[config.mk]
export PLATFORM = sky130hd
export DESIGN_NAME = hic_top
export DESIGN_NICKNAME = d
export VERILOG_FILES = /design/src/hw/hic_pkg.sv /design/src/hw/hic_sync_if.sv /design/src/hw/hic_sync3.sv /design/src/hw/hic_top.sv
export VERILOG_INCLUDE_DIRS = /design/src /design/src/hw
export SDC_FILE = /design/constraint.sdc
export NUM_CORES = 1
export LEC_CHECK = 0
export BUFFER_PORTS_ARGS = -buffer_cell sky130_fd_sc_hd__buf_4
export CAP_MARGIN = 20
export CORE_AREA = 2 2 39 41
export CTS_BUF_LIST = sky130_fd_sc_hd__clkbuf_4 sky130_fd_sc_hd__clkbuf_8 sky130_fd_sc_hd__clkbuf_16
export CTS_CLUSTER_SIZE = 16
export DETAILED_ROUTE_END_ITERATION = 12
export DIE_AREA = 0 0 41 43
export PLACE_DENSITY = 0.61
export SYNTH_ARGS = -nofsm -noshare
export SYNTH_HDL_FRONTEND = slang
export SYNTH_HIERARCHICAL = 1
export SYNTH_SLANG_ARGS = --single-unit
[constraint.sdc]
create_clock -name clk -period 0.8 [get_ports clk]
set_input_delay 0.16 -clock clk [delete_from_list [all_inputs] [get_ports clk]]
set_output_delay 0.16 -clock clk [all_outputs]
set_load 0.05 [all_outputs]
[src/hw/hic_defines.svh]
// Constants for the hub interrupt and bypass control block
`ifndef HIC_DEFINES_SVH
`define HIC_DEFINES_SVH

// Bypass select level after reset: negated high, hub operation
`define HIC_BYPASS_N_RST 1'b1
// Interrupt meaning select encodings
`define HIC_IRQ_SEL_GENERAL 1'b0
`define HIC_IRQ_SEL_SUSPEND 1'b1
// Open-drain enable: low drives the pin, high releases it
`define HIC_OE_N_DRIVE 1'b0
`define HIC_OE_N_RELEASE 1'b1
// Level driven onto the open-drain pin while enabled
`define HIC_PIN_LOW 1'b0

`endif

[src/hw/hic_pkg.sv]
// Types for the hub interrupt and bypass control block
package hic_pkg;

    // Operating mode of downstream port 3
    typedef enum logic {
        HIC_MODE_HUB,
        HIC_MODE_BYPASS
    } hic_mode_t;

    // State of the three-stage pin synchroniser
    typedef struct packed {
        logic s1;
        logic s2;
        logic s3;
        logic level;
    } hic_sync_state_t;

    // State of the control top
    typedef struct packed {
        hic_mode_t mode;
        logic irq_pending;
        logic port3_hub_en;
        logic switch_en;
        logic port12_hiz;
        logic core_low_power;
        logic swap_eff;
        logic int_out;
        logic int_oe_n;
    } hic_top_state_t;

endpackage : hic_pkg

[src/hw/hic_sync_if.sv]
// Interface between the bypass pin synchroniser and the control top
`timescale 1ns/100ps
interface hic_sync_if;
    logic pin_raw;
    logic level;

    modport sync (input pin_raw, output level);
    modport user (output pin_raw, input level);
endinterface : hic_sync_if

[src/hw/hic_sync3.sv]
// Three-stage synchroniser with agreement filter for a pin input
`timescale 1ns/100ps
`include "hic_defines.svh"
module hic_sync3
    import hic_pkg::*;
(
    input wire logic clk,
    input wire logic rst_n,
    hic_sync_if.sync sif
);

    hic_sync_state_t st_reg;
    hic_sync_state_t st_next;

    // Shift chain; level moves only when stages two and three agree
    always_comb begin
        st_next = st_reg;
        st_next.s1 = sif.pin_raw;
        st_next.s2 = st_reg.s1;
        st_next.s3 = st_reg.s2;
        if (st_reg.s2 == st_reg.s3) begin
            st_next.level = st_reg.s3;
        end
    end

    // State register
    always_ff @(posedge clk or negedge rst_n) begin
        if (!rst_n) begin
            st_reg <= '{s1: `HIC_BYPASS_N_RST, s2: `HIC_BYPASS_N_RST,
                        s3: `HIC_BYPASS_N_RST,
                        level: `HIC_BYPASS_N_RST};
        end else begin
            st_reg <= st_next;
        end
    end

    assign sif.level = st_reg.level;

endmodule : hic_sync3

[src/hw/hic_top.sv]
// Pin-level bypass select and interrupt output control of the hub
`timescale 1ns/100ps
`include "hic_defines.svh"

// Summary of operation
// - Bypass high: port 3 is normal hub port
// - Port 3 has no disable strap
// - Bypass low: port 3 switched to upstream
// - Polarity swap ignored during bypass
// - Select bit picks general or suspend meaning
// - General mode: enabled status update asserts low
// - Host status update releases general interrupt
// - Suspend mode: low when unconfigured or suspended
// - Suspend mode: high when configured and active
// - Bypass: ports 1,2 high-Z, core low power
module hic_top
    import hic_pkg::*;
(
    input wire logic clk,
    input wire logic rst_n,
    input wire logic bypass_n_pin,
    input wire logic irq_suspend_select,
    input wire logic line_polarity_swap,
    input wire logic status_update,
    input wire logic irq_status_clear,
    input wire logic hub_configured,
    input wire logic hub_suspended,
    input wire logic int_pin_in,
    output logic int_pin_out,
    output logic int_pin_oe_n,
    output logic port3_hub_en,
    output logic switch_en,
    output logic port12_hiz,
    output logic core_low_power,
    output logic swap_eff
);

    hic_sync_if sif ();
    hic_top_state_t st_reg;
    hic_top_state_t st_next;
    logic suspend_idle;

    // Bypass select pin crosses into the clock domain here
    assign sif.pin_raw = bypass_n_pin;

    hic_sync3 u_sync (
        .clk(clk),
        .rst_n(rst_n),
        .sif(sif)
    );

    // Hub is unconfigured, or configured but suspended
    assign suspend_idle = !hub_configured || hub_suspended;

    // Next state: mode, sticky interrupt and registered pin outputs
    always_comb begin
        st_next = st_reg;
        // Mode follows the filtered select; no strap is ever sampled
        if (sif.level) begin
            st_next.mode = HIC_MODE_HUB;
        end else begin
            st_next.mode = HIC_MODE_BYPASS;
        end
        // Sticky event; a set in the clearing cycle wins
        st_next.irq_pending = (st_reg.irq_pending && !irq_status_clear)
                              || status_update;
        st_next.port3_hub_en = (st_next.mode == HIC_MODE_HUB);
        st_next.switch_en = (st_next.mode == HIC_MODE_BYPASS);
        st_next.port12_hiz = (st_next.mode == HIC_MODE_BYPASS);
        st_next.core_low_power =
            (st_next.mode == HIC_MODE_BYPASS);
        // Swap only applies to the hub data path
        st_next.swap_eff = line_polarity_swap
                           && (st_next.mode == HIC_MODE_HUB);
        st_next.int_out = `HIC_PIN_LOW;
        // Interrupt pin meaning chosen by the select bit
        if (irq_suspend_select == `HIC_IRQ_SEL_GENERAL) begin
            st_next.int_oe_n = st_next.irq_pending ?
                `HIC_OE_N_DRIVE : `HIC_OE_N_RELEASE;
        end else begin
            st_next.int_oe_n = suspend_idle ?
                `HIC_OE_N_DRIVE : `HIC_OE_N_RELEASE;
        end
    end

    // State register
    always_ff @(posedge clk or negedge rst_n) begin
        if (!rst_n) begin
            st_reg <= '{mode: HIC_MODE_HUB, irq_pending: 1'b0,
                        port3_hub_en: 1'b1, switch_en: 1'b0,
                        port12_hiz: 1'b0, core_low_power: 1'b0,
                        swap_eff: 1'b0, int_out: `HIC_PIN_LOW,
                        int_oe_n: `HIC_OE_N_RELEASE};
        end else begin
            st_reg <= st_next;
        end
    end

    // Outputs straight from the state register
    assign int_pin_out = st_reg.int_out;
    assign int_pin_oe_n = st_reg.int_oe_n;
    assign port3_hub_en = st_reg.port3_hub_en;
    assign switch_en = st_reg.switch_en;
    assign port12_hiz = st_reg.port12_hiz;
    assign core_low_power = st_reg.core_low_power;
    assign swap_eff = st_reg.swap_eff;
endmodule : hic_top

==> metrics.txt, run 1 <==
# TYPE chip_impl_metric gauge
chip_impl_info{name="hold_path_class",value="input pin to flop"} 1
chip_impl_metric{name="final_layout_size_suffix_gt1_frac",unit=""} 0.757
chip_impl_metric{name="yosys_warnings",unit=""} 6
chip_impl_metric{name="diodes",unit=""} 0
chip_impl_info{name="worstSetupEndpointType",value="primary output"} 1
chip_impl_metric{name="proportion_of_synthesized_chip_area_in_sequential_cells",unit=""} 0.727
chip_impl_metric{name="intPower",unit="uW"} 842
chip_impl_metric{name="layout_worst_path_cycle_share",unit=""} 1.36
chip_impl_info{name="outcome",value="finished, violations left"} 1
chip_impl_info{name="critical_path.reg2reg.startpoint",value="st_reg[7]"} 1
chip_impl_info{name="rsz_0062_raised_after_global_routing",value="yes"} 1
chip_impl_metric{name="synth-simple-area-share",unit=""} 0.105
chip_impl_metric{name="first_iter_violations",unit=""} 0
chip_impl_metric{name="grt_max_degree",unit=""} 10
chip_impl_metric{name="clock_path_buffers",unit=""} 2
chip_impl_metric{name="synthCells",unit=""} 20
chip_impl_metric{name="placement.io_buffers",unit=""} 14
chip_impl_metric{name="stdcell_area",unit="um2"} 504
chip_impl_metric{name="fp.dieH",unit="um"} 43
chip_impl_info{name="crit_path_start_kind",value="flop"} 1
chip_impl_metric{name="core_area",unit="um2"} 1380
chip_impl_metric{name="fin_worst_hold_slack",unit="ns"} 0.0514
chip_impl_metric{name="design.die.area",unit="um2"} 1760
chip_impl_metric{name="postCtsSetupBuffers",unit=""} 0
chip_impl_metric{name="regToRegSetupSlack",unit="ns"} 0.01
chip_impl_metric{name="final_critical_path_setup_slack",unit="ns"} -0.290
chip_impl_metric{name="finalSetupViolCount",unit=""} 6
chip_impl_metric{name="postSynthNetCount",unit=""} 30
chip_impl_info{name="tritoncts",value="yes"} 1
chip_impl_metric{name="post_synth_num_cell_types",unit=""} 11
chip_impl_metric{name="finalCriticalPeriod",unit="ns"} 1.09
chip_impl_metric{name="clock-sinks",unit=""} 9
chip_impl_metric{name="synth.top_cell.area_share",unit=""} 0.492
chip_impl_metric{name="num_io_pins",unit=""} 17
chip_impl_metric{name="clockPowerShare",unit=""} 0.324
chip_impl_metric{name="arrival",unit="ns"} 0.93
chip_impl_metric{name="dr.pass1.iters",unit=""} 1
chip_impl_metric{name="max_cap_viol_count",unit=""} 0
chip_impl_metric{name="flow.area_growth_from_synthesis",unit="%"} 57.4
chip_impl_metric{name="cts_made_buffers",unit=""} 3
chip_impl_metric{name="p_sw",unit="uW"} 319
chip_impl_info{name="synth_top_family_by_area",value="simple AND/OR/NAND/NOR gates"} 1
chip_impl_metric{name="grt_first_pass_wirelength",unit="um"} 738
chip_impl_metric{name="wl",unit="um"} 451
chip_impl_info{name="crit_start",value="int_pin_oe_n"} 1
chip_impl_info{name="path_cells",value="buf_8"} 1
chip_impl_metric{name="syn-mean-instance-area",unit="um2"} 16.0
chip_impl_metric{name="initial_core_util",unit=""} 0.231
chip_impl_metric{name="cts_htree_levels",unit=""} 1
chip_impl_metric{name="flip_flop_count_of_the_largest_register_all_copies_and_words_added",unit=""} 2
chip_impl_metric{name="floorplan.rows",unit=""} 14
chip_impl_metric{name="timing.fmax",unit="MHz"} 917
chip_impl_info{name="synth_area_leaders",value="dfstp_2 49%, dfrtp_1 23%, buf_4 7.0%, nor2b_4 4.3%, o31ai_2 3.9%"} 1
chip_impl_metric{name="num_vias",unit=""} 203
chip_impl_metric{name="globalplace.congestion",unit=""} 0.597
chip_impl_metric{name="remaining_design_rule_violation_count",unit=""} 0
chip_impl_metric{name="vias_per_cell",unit=""} 3.83
chip_impl_metric{name="die_width",unit="um"} 41
chip_impl_info{name="failing_checks",value="setup timing"} 1
chip_impl_metric{name="clk_transition_reported_paths",unit="ns"} 0.06
chip_impl_metric{name="synthAdderAreaFrac",unit=""} 0.0352
chip_impl_info{name="post-synth-top-area-cell",value="dfstp_2"} 1
chip_impl_info{name="worst_path_max_delay_cell",value="dfstp_2"} 1
chip_impl_metric{name="grt_antenna_before_repair",unit=""} 0
chip_impl_metric{name="critPathRequiredTime",unit="ns"} 0.64
chip_impl_info{name="clock_tree.root_cell",value="clkbuf_4"} 1
chip_impl_metric{name="fin_worst_skew",unit="ns"} 0.000415
chip_impl_info{name="mostFrequentLayoutCell",value="buf_4"} 1
chip_impl_metric{name="timing.final.hold_violations",unit=""} 0
chip_impl_metric{name="clk-insertion-delay-late",unit="ns"} 0.26
chip_impl_metric{name="post_synth_mux_area_share",unit=""} 0
chip_impl_metric{name="vdd_ir_drop_max",unit="mV"} 0.862
chip_impl_metric{name="synth_compound_area_frac",unit=""} 0.0391
chip_impl_metric{name="post_drt_wl_per_cell",unit="um"} 8.51
chip_impl_metric{name="preCtsSetupSlack",unit="ns"} -0.0460
chip_impl_metric{name="place.detailed.hpwl",unit="um"} 349
chip_impl_metric{name="fin_nets",unit=""} 48
chip_impl_metric{name="place_area",unit="um2"} 424
chip_impl_metric{name="overflow",unit=""} 0
chip_impl_metric{name="syn_std_cell_area",unit="um2"} 320
chip_impl_metric{name="synth.ff_latch_count",unit=""} 9
chip_impl_metric{name="crit_path_max_fanout",unit=""} 1
chip_impl_metric{name="pwr_density_cell",unit="nW/um2"} 2300
chip_impl_metric{name="critPathBufInv",unit=""} 1
chip_impl_metric{name="switching_share",unit=""} 0.274
chip_impl_metric{name="first_global_vias",unit=""} 193
chip_impl_metric{name="power.sequential.fraction",unit=""} 0.456
chip_impl_metric{name="synth-xor-area-share",unit=""} 0
chip_impl_metric{name="fin_setup_tns",unit="ns"} -1.32
chip_impl_info{name="layout_common_cells",value="8 x buf_4, 6 x dfstp_2, 4 x clkbuf_4, 4 x buf_6"} 1
chip_impl_metric{name="total_global_route_track_usage",unit=""} 0.0732
chip_impl_metric{name="power_frac_comb",unit=""} 0.220
chip_impl_metric{name="total_leakage_power",unit="uW"} 0.000232
chip_impl_metric{name="final_antenna_net_count",unit=""} 0
chip_impl_metric{name="fillers",unit=""} 141
chip_impl_info{name="gate_family_responsible_for_the_most_delay_along_the_worst_path",value="flip-flops"} 1
chip_impl_metric{name="cp_slowest_stage_delay",unit="ns"} 0.53
chip_impl_metric{name="timing.final.max_slew_violations",unit=""} 0
chip_impl_info{name="hp-start",value="irq_suspend_select"} 1
chip_impl_info{name="path_class",value="flop to primary output"} 1
-- timing repair --
action / CTS / global route
hold buffers: 2 / 0
resized for setup: 8 / 0
endpoints found under the hold margin: 10 / 0
pin swaps: 1 / 0
endpoints found under the setup margin: 7 / 8
-- through the flow --
step	utilization	total power, uW	cells
global route	0.364	1230	53
floorplan	-	693	20
CTS	0.364	1190	53
finish	0.364	1160	53
global placement	0.307	753	47
detailed placement	0.307	757	47
-- power by group through the flow --
stage          clock [uW]  sequential, uW  combinational, uW
2_1_floorplan           0             597               96.9
3_3_place_gp            0             529                224
3_5_place_dp            0             531                226
4_1_cts               399             531                258
5_1_grt               422             534                270
6_report              376             530                255
-- metal layers --
metal  track usage  wire length, um  part of all wire  up-vias
met3        0.0785               79              0.18        0
met1        0.0569              153              0.34       91
met4        0.0600                0                 0        0
met2        0.0969              218              0.48       19
li1              -                -                 -       93
met5             0                0                 0        -
-- synth_stat cells --
| cell type | instances |
|---|---|
| maj3_2 | 1 |
| buf_4 | 3 |
| nor2b_4 | 1 |
| conb_1 | 1 |
| dfrtp_1 | 3 |
| o31ai_2 | 1 |
| inv_1 | 1 |
| and2_1 | 1 |
| nand3b_1 | 1 |
| dfstp_2 | 6 |
| or2_1 | 1 |
-- kinds of logic (layout without fill, tap and decap cells) --
logic type	Yosys count	count (layout)
compound gates	1	1
fa+ha+maj	1	1
buf+inv	4	21
flops	9	9
other cells	1	1
simple gates	4	4
-- final timing paths --
path,cells after the start,endpoint
max in group asynchronous,2,u_sync/st_next[1]
max,1,int_pin_oe_n
min reg2reg,0,u_sync/st_next[1]
max reg2reg,2,st_reg[7]
min,2,int_pin_oe_n
min in group asynchronous,2,swap_eff
-- cell type report --
cell class / count / area (um2) / area share
timing repair buffer: 16 / 155 / 0.308
tap: 16 / 20.0 / 0.0397
clock buffer: 4 / 30.0 / 0.0596
sequential: 9 / 234 / 0.464
multi-input combinational: 7 / 61.3 / 0.122
inverter: 1 / 3.75 / 0.00744
(Power assumes the default switching activity.)
==> run 2, diff against run 1 <==
--- a/config.mk
+++ b/config.mk
@@ -14,5 +14,5 @@
 export DETAILED_ROUTE_END_ITERATION = 12
 export DIE_AREA = 0 0 41 43
-export PLACE_DENSITY = 0.61
+export PLACE_DENSITY_LB_ADDON = 0.12
 export SYNTH_ARGS = -nofsm -noshare
 export SYNTH_HDL_FRONTEND = slang
==> constraint.sdc (replaced) <==
create_clock -name clk -period 0.8 [get_ports clk]
set_input_delay 0.04 -clock clk [delete_from_list [all_inputs] [get_ports clk]]
set_output_delay 0.04 -clock clk [all_outputs]
set_load 0.05 [all_outputs]
==> metrics.txt, run 2 (synthesized netlist as in run 1, its figures left out) <==
# TYPE chip_impl_metric gauge
chip_impl_metric{name="post-route-util",unit=""} 0.386
chip_impl_info{name="worstSetupEndpointType",value="primary output"} 1
chip_impl_info{name="clock_tree.root_cell",value="clkbuf_4"} 1
chip_impl_metric{name="die_width",unit="um"} 41
chip_impl_metric{name="first_iter_violations",unit=""} 0
chip_impl_metric{name="fp.dieH",unit="um"} 43
chip_impl_metric{name="cts_made_buffers",unit=""} 3
chip_impl_info{name="crit_start",value="int_pin_oe_n"} 1
chip_impl_metric{name="timing.fmax",unit="MHz"} 1040
chip_impl_metric{name="cp_slowest_stage_delay",unit="ns"} 0.53
chip_impl_metric{name="remaining_design_rule_violation_count",unit=""} 0
chip_impl_metric{name="clk-insertion-delay-late",unit="ns"} 0.25
chip_impl_metric{name="critPathBufInv",unit=""} 1
chip_impl_metric{name="wl",unit="um"} 539
chip_impl_metric{name="place.detailed.hpwl",unit="um"} 402
chip_impl_metric{name="final_antenna_net_count",unit=""} 0
chip_impl_info{name="path_class",value="flop to primary output"} 1
chip_impl_info{name="worst_path_max_delay_cell",value="dfstp_2"} 1
chip_impl_metric{name="final_critical_path_setup_slack",unit="ns"} -0.165
chip_impl_metric{name="design.die.area",unit="um2"} 1760
chip_impl_info{name="mostFrequentLayoutCell",value="buf_4"} 1
chip_impl_info{name="outcome",value="finished, violations left"} 1
chip_impl_metric{name="grt_max_degree",unit=""} 10
chip_impl_metric{name="globalplace.congestion",unit=""} 0.599
chip_impl_metric{name="clock_path_buffers",unit=""} 2
chip_impl_metric{name="flip_flop_count_of_the_largest_register_all_copies_and_words_added",unit=""} 2
chip_impl_metric{name="overflow",unit=""} 0
chip_impl_metric{name="core_area",unit="um2"} 1380
chip_impl_metric{name="total_leakage_power",unit="uW"} 0.000245
chip_impl_info{name="failing_checks",value="setup timing"} 1
chip_impl_metric{name="crit_path_max_fanout",unit=""} 1
chip_impl_metric{name="fin_nets",unit=""} 51
chip_impl_metric{name="postCtsSetupBuffers",unit=""} 0
chip_impl_info{name="hold_path_class",value="input pin to flop"} 1
chip_impl_metric{name="fin_worst_skew",unit="ns"} 0.00287
chip_impl_metric{name="pwr_density_cell",unit="nW/um2"} 2200
chip_impl_metric{name="diodes",unit=""} 0
chip_impl_metric{name="flow.area_growth_from_synthesis",unit="%"} 66.8
chip_impl_metric{name="layout_worst_path_cycle_share",unit=""} 1.21
chip_impl_metric{name="grt_antenna_before_repair",unit=""} 0
chip_impl_info{name="hp-start",value="hub_suspended"} 1
chip_impl_metric{name="cts_htree_levels",unit=""} 1
chip_impl_info{name="layout_common_cells",value="8 x buf_4, 6 x dfstp_2, 5 x dlygate4sd3_1, 4 x clkbuf_4, 4 x buf_6"} 1
chip_impl_metric{name="vias_per_cell",unit=""} 3.84
chip_impl_metric{name="post_layout_nonfiller_instances",unit=""} 56
chip_impl_info{name="path_cells",value="buf_8"} 1
chip_impl_info{name="tritoncts",value="yes"} 1
chip_impl_metric{name="clk_transition_reported_paths",unit="ns"} 0.06
chip_impl_info{name="crit_path_start_kind",value="flop"} 1
chip_impl_metric{name="dr.pass1.iters",unit=""} 1
chip_impl_metric{name="critPathRequiredTime",unit="ns"} 0.76
chip_impl_metric{name="max_cap_viol_count",unit=""} 0
chip_impl_metric{name="stdcell_area",unit="um2"} 534
chip_impl_metric{name="num_io_pins",unit=""} 17
chip_impl_metric{name="post_drt_wl_per_cell",unit="um"} 9.63
chip_impl_metric{name="final_layout_size_suffix_gt1_frac",unit=""} 0.700
chip_impl_info{name="gate_family_responsible_for_the_most_delay_along_the_worst_path",value="flip-flops"} 1
chip_impl_metric{name="clock-sinks",unit=""} 9
chip_impl_metric{name="num_vias",unit=""} 215
chip_impl_metric{name="first_global_vias",unit=""} 215
chip_impl_metric{name="placement.io_buffers",unit=""} 14
chip_impl_metric{name="floorplan.rows",unit=""} 14
chip_impl_metric{name="arrival",unit="ns"} 0.92
chip_impl_metric{name="place.detailed.instances",unit=""} 47
chip_impl_info{name="critical_path.reg2reg.startpoint",value="st_reg[7]"} 1
chip_impl_metric{name="fillers",unit=""} 140
chip_impl_metric{name="initial_core_util",unit=""} 0.231
chip_impl_metric{name="fin_worst_hold_slack",unit="ns"} 0.0294
chip_impl_metric{name="finalSetupViolCount",unit=""} 6
chip_impl_metric{name="total_global_route_track_usage",unit=""} 0.0783
chip_impl_metric{name="timing.final.hold_violations",unit=""} 0
chip_impl_info{name="rsz_0062_raised_after_global_routing",value="yes"} 1
chip_impl_metric{name="finalCriticalPeriod",unit="ns"} 0.965
chip_impl_metric{name="vdd_ir_drop_max",unit="mV"} 0.584
chip_impl_metric{name="timing.final.max_slew_violations",unit=""} 0
chip_impl_metric{name="grt_first_pass_wirelength",unit="um"} 876
chip_impl_metric{name="place_area",unit="um2"} 424
run 2: cell type report:
class,instances,area (um2),area share
clock buffer,4,30.0,0.0562
inverter,1,3.75,0.00703
multi-input combinational,7,61.3,0.115
sequential,9,234,0.438
tap,16,20.0,0.0375
timing repair buffer,19,185,0.347
run 2: stage by stage:
stage               setup slack, ns  total power, uW  TNS [ns]
floorplan                   0.00444              685         0
global placement             0.0200              753         0
detailed placement         -0.00122              759  -0.00122
CTS                          -0.181             1200    -0.699
global route                 -0.194             1240    -0.830
finish                       -0.165             1170    -0.597
run 2: timing repair:
item                                    4_1_cts  5_1_grt
cloned                                        0        0
resized for setup                             8        0
endpoints found under the setup margin        8        8
endpoints found under the hold margin        13        0
hold buffers                                  5        0
pin swaps                                     1        0
run 2: per-layer routing:
metal,global-route usage,part of all wire
met1,0.0872,0.35
met2,0.100,0.54
met3,0.0524,0.10
met4,0.0600,0
met5,0,0
run 2: final timing paths:
path | endpoint | slack, ns | depth (start not counted)
max reg2reg | st_reg[7] | 0 | 2
min in group asynchronous | swap_eff | 0.15 | 2
min | int_pin_oe_n | 0.03 | 3
max | int_pin_oe_n | -0.16 | 1
max in group asynchronous | u_sync/st_next[2] | 0.43 | 2
min reg2reg | u_sync/st_next[1] | 0.36 | 0
run 2: report_power, final:
part           total (uW)  internal [uW]  switching, uW
clock network         375            225            149
logic                 268            119            149
registers             531            507           23.3
